File: src/rtl/twb_defs.svh
// Constants for the two-wire bus flag handling block
`ifndef TWB_DEFS_SVH
`define TWB_DEFS_SVH
// ----------------------------------------
// Slave response command codes
// ----------------------------------------
`define TWB_CMD_NONE     2'h0
`define TWB_CMD_RESPOND  2'h3
// ----------------------------------------
// Status bit positions (write one to clear)
// ----------------------------------------
`define TWB_BIT_DATA     0
`define TWB_BIT_STOPADR  1
`define TWB_BIT_COLL     2
`define TWB_BIT_TIMEOUT  3
// ----------------------------------------
// Bus timeout: time in ns and derived count
// ----------------------------------------
`define TWB_CLK_NS       4
`define TWB_TIMEOUT_NS   100000
`define TWB_TIMEOUT_CYC  (`TWB_TIMEOUT_NS / `TWB_CLK_NS)
`endif

File: src/rtl/twb_pkg.sv
// Types for the two-wire bus flag handling block
package twb_pkg;
  typedef enum logic [1:0] {TWB_IDLE, TWB_BUSY, TWB_OWNER} twb_bus_state_t;
  typedef struct packed {
    logic timeout;
    logic collision;
    logic stop_address_flag;
    logic data_flag;
  } twb_flags_t;
endpackage

File: src/rtl/twb_two_wire_bus.sv
// Slave-side two-wire bus event detection and status flag handling
// Notes on behaviour
// Collision flag clears on a START, but not on a repeated START.
// Software clears the collision flag itself after the address event.
// Clearing stop/address flag as it sets for an address leaves clock held.
// Software clears stop/address only when idle or clock line is low.
// Timeout coinciding with START drops the transaction that START begins.
// Respond command clears the data flag one cycle later.
// Software waits one cycle after the respond command before testing.
// Only one instance exists; the second is absent.
// Hardware-set flags clear by writing one to their bit.
`timescale 1ns/1ps
`include "twb_defs.svh"
// single instance, no second copy is built
module twb_two_wire_bus
  import twb_pkg::*;
#(
  parameter int TIMEOUT_CYC = `TWB_TIMEOUT_CYC
)
(
  // Clock and reset
  input  wire logic        i_clk,
  input  wire logic        i_nrst,
  // Bus pins (open drain)
  input  wire logic        i_scl,
  input  wire logic        i_sda,
  output logic             o_scl_out,
  output logic             o_scl_oe_n,
  // Software control
  input  wire logic        i_timeout_en,
  input  wire logic        i_addr_match,
  input  wire logic        i_coll_event,
  input  wire logic        i_data_event,
  input  wire logic [1:0]  i_cmd,
  input  wire logic        i_cmd_wr,
  input  wire logic [3:0]  i_clear,
  // Status
  output twb_flags_t       o_flags,
  output logic             o_clock_hold_status,
  output twb_bus_state_t   o_bus_state,
  output logic             o_dropped
);
  // ----------------------------------------
  // Input synchronisers
  // ----------------------------------------
  logic [1:0] scl_sync;
  logic [1:0] sda_sync;
  logic       scl_q;
  logic       sda_q;
  always_ff @(posedge i_clk or negedge i_nrst)
  begin
    if (!i_nrst)
    begin
      scl_sync <= 2'h3;
      sda_sync <= 2'h3;
      scl_q    <= 1'b1;
      sda_q    <= 1'b1;
    end
    else
    begin
      scl_sync <= {scl_sync[0], i_scl};
      sda_sync <= {sda_sync[0], i_sda};
      scl_q    <= scl_sync[1];
      sda_q    <= sda_sync[1];
    end
  end

  // ----------------------------------------
  // Bus condition decode
  // ----------------------------------------
  wire start_det = scl_sync[1] & scl_q & sda_q & ~sda_sync[1];
  wire stop_det  = scl_sync[1] & scl_q & ~sda_q & sda_sync[1];
  wire first_start = start_det & (o_bus_state == TWB_IDLE);
  logic [31:0] idle_cnt;
  wire timeout_hit = i_timeout_en && (idle_cnt == TIMEOUT_CYC - 1);
  wire scl_moved   = scl_sync[1] != scl_q;
  // Counter rests while detection is off, so an enable starts a fresh count
  wire cnt_clear   = scl_moved | timeout_hit | ~i_timeout_en;
  // Timeout on the START cycle drops the new transaction
  // drop on coincidence
  wire drop_now = timeout_hit & start_det;
  wire addr_set = i_addr_match & ~o_dropped & (o_bus_state == TWB_OWNER);

  // ----------------------------------------
  // Bus state and timeout counter
  // ----------------------------------------
  twb_bus_state_t next_state;
  always_comb
  begin
    next_state = o_bus_state;
    if (stop_det || timeout_hit)
      next_state = TWB_IDLE;
    if (start_det && !drop_now)
      next_state = TWB_OWNER;
    else if (drop_now)
      next_state = TWB_BUSY;
  end
  always_ff @(posedge i_clk or negedge i_nrst)
  begin
    if (!i_nrst)
    begin
      o_bus_state <= TWB_IDLE;
      idle_cnt    <= '0;
      o_dropped   <= 1'b0;
    end
    else
    begin
      o_bus_state <= next_state;
      idle_cnt    <= cnt_clear ? '0 : idle_cnt + 32'd1;
      o_dropped   <= drop_now ? 1'b1 : (start_det || stop_det) ? 1'b0 : o_dropped;
    end
  end

  // ----------------------------------------
  // Flags
  // ----------------------------------------
  logic resp_pend;
  wire  resp_cmd = i_cmd_wr && (i_cmd == `TWB_CMD_RESPOND);
  // coincident set and clear keeps the hold
  wire  race = addr_set & i_clear[`TWB_BIT_STOPADR];
  // write one to clear, set wins
  wire  next_timeout = timeout_hit | (o_flags.timeout & ~i_clear[`TWB_BIT_TIMEOUT]);
  // cleared on first START only
  wire  next_collision = i_coll_event |
    (o_flags.collision & ~i_clear[`TWB_BIT_COLL] & ~first_start);
  wire  next_stop_address = addr_set | stop_det |
    (o_flags.stop_address_flag & ~i_clear[`TWB_BIT_STOPADR]);
  // data flag clears a cycle after respond
  wire  next_data = i_data_event |
    (o_flags.data_flag & ~i_clear[`TWB_BIT_DATA] & ~resp_pend);
  wire  hold_set  = addr_set | (i_data_event & (o_bus_state == TWB_OWNER));
  wire  hold_clr  = (i_clear[`TWB_BIT_STOPADR] & ~race) | resp_pend | stop_det;
  wire  next_hold = hold_set | (o_clock_hold_status & ~hold_clr);
  always_ff @(posedge i_clk or negedge i_nrst)
  begin
    if (!i_nrst)
    begin
      o_flags <= '0;
    end
    else
    begin
      o_flags <= {next_timeout, next_collision, next_stop_address, next_data};
    end
  end

  // ----------------------------------------
  // Clock hold and respond delay
  // ----------------------------------------
  always_ff @(posedge i_clk or negedge i_nrst)
  begin
    if (!i_nrst)
    begin
      o_clock_hold_status <= 1'b0;
      resp_pend           <= 1'b0;
    end
    else
    begin
      o_clock_hold_status <= next_hold;
      resp_pend           <= resp_cmd;
    end
  end

  // ----------------------------------------
  // Clock line drive: pulls low while held
  // ----------------------------------------
  assign o_scl_out  = 1'b0;
  assign o_scl_oe_n = ~o_clock_hold_status;

  // ----------------------------------------
  // Assertions
  // ----------------------------------------
  a_data_clear_delay: assert property (@(posedge i_clk) disable iff (!i_nrst)
    (resp_cmd && !i_data_event) ##1 !i_data_event
      |-> o_flags.data_flag == $past(o_flags.data_flag) ##1 !o_flags.data_flag)
    else $error("data flag not cleared one cycle after respond");

  a_data_still_set: assert property (@(posedge i_clk) disable iff (!i_nrst)
    (resp_cmd && !resp_pend && o_flags.data_flag && !i_clear[`TWB_BIT_DATA])
      |=> o_flags.data_flag)
    else $error("data flag cleared too early after respond");

  a_coll_keep: assert property (@(posedge i_clk) disable iff (!i_nrst)
    (o_flags.collision && start_det && o_bus_state != TWB_IDLE && !i_clear[`TWB_BIT_COLL])
      |=> o_flags.collision)
    else $error("collision cleared on repeated start");

  a_coll_first: assert property (@(posedge i_clk) disable iff (!i_nrst)
    (first_start && !i_coll_event) |=> !o_flags.collision)
    else $error("collision kept over first start");

  a_flag_clear: assert property (@(posedge i_clk) disable iff (!i_nrst)
    (i_clear[`TWB_BIT_TIMEOUT] && !timeout_hit) |=> !o_flags.timeout)
    else $error("timeout flag not cleared by write one");

  // ----------------------------------------
  // Assertions: bus state and clock hold
  // ----------------------------------------
  a_race_hold: assert property (@(posedge i_clk) disable iff (!i_nrst)
    race |=> o_clock_hold_status)
    else $error("clock hold released on race");

  a_hold_release: assert property (@(posedge i_clk) disable iff (!i_nrst)
    (o_clock_hold_status && i_clear[`TWB_BIT_STOPADR] && !i_addr_match && !i_data_event)
      |=> !o_clock_hold_status)
    else $error("clock hold kept after clean clear");

  a_drop_start: assert property (@(posedge i_clk) disable iff (!i_nrst)
    drop_now |=> o_dropped && o_bus_state == TWB_BUSY)
    else $error("transaction not dropped");

  a_drop_refuse: assert property (@(posedge i_clk) disable iff (!i_nrst)
    (o_dropped && i_addr_match && !o_clock_hold_status && !i_data_event)
      |=> !o_clock_hold_status)
    else $error("address taken in dropped transaction");

  a_timeout_idle: assert property (@(posedge i_clk) disable iff (!i_nrst)
    (timeout_hit && !start_det) |=> o_bus_state == TWB_IDLE)
    else $error("bus not idle after timeout");
endmodule // twb_two_wire_bus

File: config.mk
export PLATFORM = sky130hd
export DESIGN_NAME = twb_two_wire_bus
export DESIGN_NICKNAME = d
export VERILOG_FILES = /design/src/rtl/twb_pkg.sv /design/src/rtl/twb_two_wire_bus.sv
export VERILOG_INCLUDE_DIRS = /design/src /design/src/rtl
export SDC_FILE = /design/constraint.sdc
export NUM_CORES = 1
export LEC_CHECK = 0
export BUFFER_PORTS_ARGS = -buffer_cell sky130_fd_sc_hd__clkbuf_2
export CORE_ASPECT_RATIO = 2
export CORE_MARGIN = 3
export CORE_UTILIZATION = 57
export DETAILED_ROUTE_END_ITERATION = 6
export GPL_ROUTABILITY_DRIVEN = 1
export GPL_TIMING_DRIVEN = 1
export PLACE_DENSITY_LB_ADDON = 0.12
export SYNTH_ARGS = -nofsm -noshare
export SYNTH_HDL_FRONTEND = slang
export SYNTH_SLANG_ARGS = --single-unit
File: constraint.sdc
create_clock -name i_clk -period 2.3 [get_ports i_clk]
set_input_delay 0.345 -clock i_clk [delete_from_list [all_inputs] [get_ports i_clk]]
set_output_delay 0.345 -clock i_clk [all_outputs]
set_load 0.005 [all_outputs]
======== Word-level counts from Yosys, hierarchy flattened ========
Cells that the tools add are included.
cells by class
  muxes and demuxes ....................... 6
  reduce and logical (&&, ||, !) cells .... 9
  add/subtract/negate cells ............... 1
  eq/ne operators ......................... 4
  bitwise logic cells ..................... 43
operators by type and width
  operator                 count
  $add A32 B1 Y32 const B  1
  $eq A32 B15 Y1 const B   1
  $mux W32                 1
  $and A1 B1 Y1            19
  $not A1 Y1               13
  $or A1 B1 Y1             11
  $mux W2                  3
  $eq A2 B2 Y1 const B     2
  $logic_and A1 B1 Y1      3
  $reduce_bool A3 Y1       1
  $logic_not A2 Y1         1
  $logic_or A1 B1 Y1       2
  $mux W1                  2
  $reduce_bool A2 Y1       1
  $logic_not A1 Y1         1
  $ne A1 B1 Y1             1
word-level totals
  bits of input ports ..................... 15
  word-level logic and storage cells ...... 76
  bits in registers ....................... 47
  output and inout port bits .............. 10

======== Depth between registers and ports, before layout ========
  word-level depth ........................ 11
  gate-level depth with buffers ........... 8

======== Worst setup path after synthesis ========
Ideal clock, no wire load.
  path kind ............................... register to register
  start point ............................. reg idle_cnt[0]
  end point ............................... reg idle_cnt[13]
  required time ........................... 2.181 ns
  path slack .............................. 0.418 ns
  library setup time ...................... 0.119 ns
  period minus slack after synthesis ...... 1.882 ns
  buffers on the path ..................... 2
  arrival ................................. 1.763 ns
  stages on the path, launching flop included .. 9
  cells stage by stage .................... dfrtp_1 -> ha_1 -> nand4_1 -> or4_4 -> nor3_4 -> or3b_1 -> buf_4 -> buf_6 -> nor2_1
between the ends
  cells in the longest elaborated chain, start to end .. 5
RTL lines
  what                                                                     line                     text
  start: declaration                                                       twb_two_wire_bus.sv:74   logic [31:0] idle_cnt;
  start signal: assignment                                                 twb_two_wire_bus.sv:109  idle_cnt <= cnt_clear ? '0 : idle_cnt + 32'd1;
  parallel branches: the longest is 4 deep, another holds $add A32 B1 Y32  -
  $mux W32 (*)                                                             twb_two_wire_bus.sv:109
Every way passes the cells marked *.
A chain may end at the register's enable or synchronous reset.

======== Worst setup path after layout ========
  start point ............................. reg idle_cnt[0]
  end point ............................... reg idle_cnt[15]
The elaborated chain is that of the path after synthesis.

==> flow_summary.json <==
{
  "first_global_vias": 1771,
  "worst_slew_pin_slew_ns": 0.589,
  "cts_max_level": 2,
  "synth_edf_count": 0,
  "outcome": "complete, no violations",
  "final.setup.tns_ns": 0,
  "routed_wl_mm": 4.68,
  "wl_per_cell_um": 16.0,
  "power_density_nw_per_um2": 605,
  "cts_hold_buf": 0,
  "period_minus_slack_ns": 2.06,
  "clock_path_buffers": 2,
  "worst_setup_path_start_kind": "register",
  "finish.net_count": 259,
  "die_area_um2": 4770,
  "hold_violations": 0,
  "post-place-ws_ns": 0.256,
  "p_total_mw": 1.51,
  "synth_area_leaders": "dfrtp_1 46%, xor2_1 9.0%, dfstp_2 7.0%",
  "worstPathRequired_ns": 2.49,
  "area_growth_pct": 11.5,
  "routabilityCongestion": 0.799,
  "final_antenna_net_count": 0,
  "syn-cell-area_um2": 2250,
  "insertion_delay_ns": 0.30,
  "drv_slew": 0,
  "n_antenna_cell": 0,
  "fin_crit_sh_pct": 89.7,
  "worst_slack_ns": 0.237,
  "slowest_stage": "or4_4",
  "die_w_um": 50.4,
  "seq_area_frac_synth_pct": 52.7,
  "synth_cells": 214,
  "rsz0062_at_grt": "no",
  "postSynth.asyncResetShare_pct": 100,
  "critPathCaptureType": "register",
  "ys_warn_count": 0,
  "grt_pass1_wl_mm": 7.91,
  "p_leak_nw": 1.17,
  "rows": 31,
  "dp.final_hpwl_mm": 3.48,
  "holdWs_ns": 0.0299,
  "ys_ff_latch": 47,
  "port_buffers": 23,
  "clockRootBuffer": "clkbuf_8",
  "initial_core_util_pct": 60.3,
  "drtIter0Drc": 38,
  "fin_skew_ns": 0.00596,
  "crit_chain": "ha_1 -> nand4_1 -> or4_4 -> nor3_4 -> or3b_1 -> buf_12 -> nor2_1",
  "path_max_fanout": 31,
  "dr_total_vias": 1645,
  "die_h_um": 94.8,
  "hold_path.class": "in2async",
  "relSlewSlack_pct": 60.7,
  "grt_start_max_net_pins": 32,
  "syn_avg_cell_area_um2": 10.5,
  "track_usage_pct": 22.0,
  "post_cts_resized": 0,
  "synth.top_cells.by_count": "41 x dfrtp_1, 38 x nor2_1, 23 x xor2_1",
  "cts_setup_buffers": 0,
  "peakVddDrop_v": 0.000493,
  "drv_cap": 0,
  "cts_buffers": 5,
  "synth_top_area_cell": "dfrtp_1",
  "crit_arrival_ns": 2.26,
  "netlist-cell-type-count": 36,
  "drt_first_pass_iters": 4,
  "synth_nets": 231,
  "synth_top_cell_area_share_pct": 45.7,
  "final_layout_size_suffix_gt1_share_pct": 19.8,
  "post-route-drc-count": 0,
  "antenna_found_initial": 0,
  "pin_count": 25,
  "cts_tree": "built",
  "core_area_um2": 3720,
  "vias_per_cell": 5.63,
  "slowest_delay_ns": 0.51,
  "cts.sinks": 47,
  "finalSetupViolations": 0,
  "clkTransAtPathRegs_ns": 0.08,
  "criticalPathCategory": "reg2reg",
  "synth.most_common_cell": "dfrtp_1",
  "ys.flop_type": "dfrtp_1",
  "grt.overflow.total": 0,
  "clock.fmax_mhz": 485
}
[placed cells by master, fill, tap and decap left out, drive strengths merged, types with 7 or more instances in the layout]
| cell type | count |
|---|---|
| dfrtp | 41 |
| nand4 | 15 |
| nor4 | 7 |
| nand3 | 12 |
| clkbuf | 30 |
| nor2 | 39 |
| and3 | 7 |
| nand2 | 15 |
| xor2 | 23 |
[worst max-delay path, delay by kind of cell (launching register included)]
kind / cells / cell delay [ns]
adders and majority gates: 1 / 0.27
buffers and inverters: 1 / 0.19
DFF: 1 / 0.37
and+or+nand+nor: 5 / 1.11
[final cells by class]
type	instances	area [µm²]
Sequential cell	47	1180
Timing Repair Buffer	27	170
Tap cell	49	61.3
Clock buffer	7	76.3
Fill cell	309	1220
Inverter	6	22.5
Clock inverter	1	5.00
Multi-Input combinational cell	155	986
[flip-flops by register name, indices dropped and copies added (netlist names), 2 cells and up]
| name | cells |
|---|---|
| o_bus_state | 2 |
| o_flags | 4 |
| sda_sync | 2 |
| scl_sync | 2 |
| idle_cnt | 32 |
[worst paths after layout]
check	startpoint	endpoint	slack, ns	depth (start not counted)
worst max-delay path	idle_cnt[0]	idle_cnt[15]	0.24	7
worst min-delay path	i_nrst	idle_cnt[6]	0.03	1
worst max register to register	idle_cnt[0]	idle_cnt[15]	0.24	7
worst min register to register	sda_sync[0]	sda_sync[1]	0.36	0
max in group asynchronous	i_nrst	sda_q	1.65	2
min in group i_clk	i_scl	scl_sync[0]	0.12	1
[where the power goes]
part | switching, mW | total [mW] | internal (mW) | leakage, nW
registers | 0.0295 | 0.894 | 0.865 | 0.617
logic | 0.0814 | 0.147 | 0.0653 | 0.511
clock network | 0.260 | 0.473 | 0.213 | 0.0422
total | 0.371 | 1.51 | 1.14 | 1.17
[routing by layer]
metal	share of wire (%)	GRT usage [%]
met4	2.4	9.21
met1	38	22.3
met2	57	42.5
met3	2.8	3.95
met5	0	0
[per-stage QoR]
stage	utilization, %	instance area (µm²)	cells
6_report	67.3	2500	292
3_3_place_gp	65.1	2420	284
4_1_cts	67.3	2500	292
2_1_floorplan	-	2250	214
3_5_place_dp	65.1	2420	284
5_1_grt	67.3	2500	292
[cells by family (layout without fill, tap and decap cells)]
group / count (synthesis) / after routing / synth area share, %
simple gates: 111 / 111 / 28.1
flops: 47 / 47 / 52.7
buf+inv: 12 / 41 / 3.40
compound gates: 12 / 12 / 3.23
other cells: 1 / 1 / 0.167
xor+xnor: 29 / 29 / 11.3
fa+ha+maj: 2 / 2 / 1.11
(Power assumes the default switching activity.)
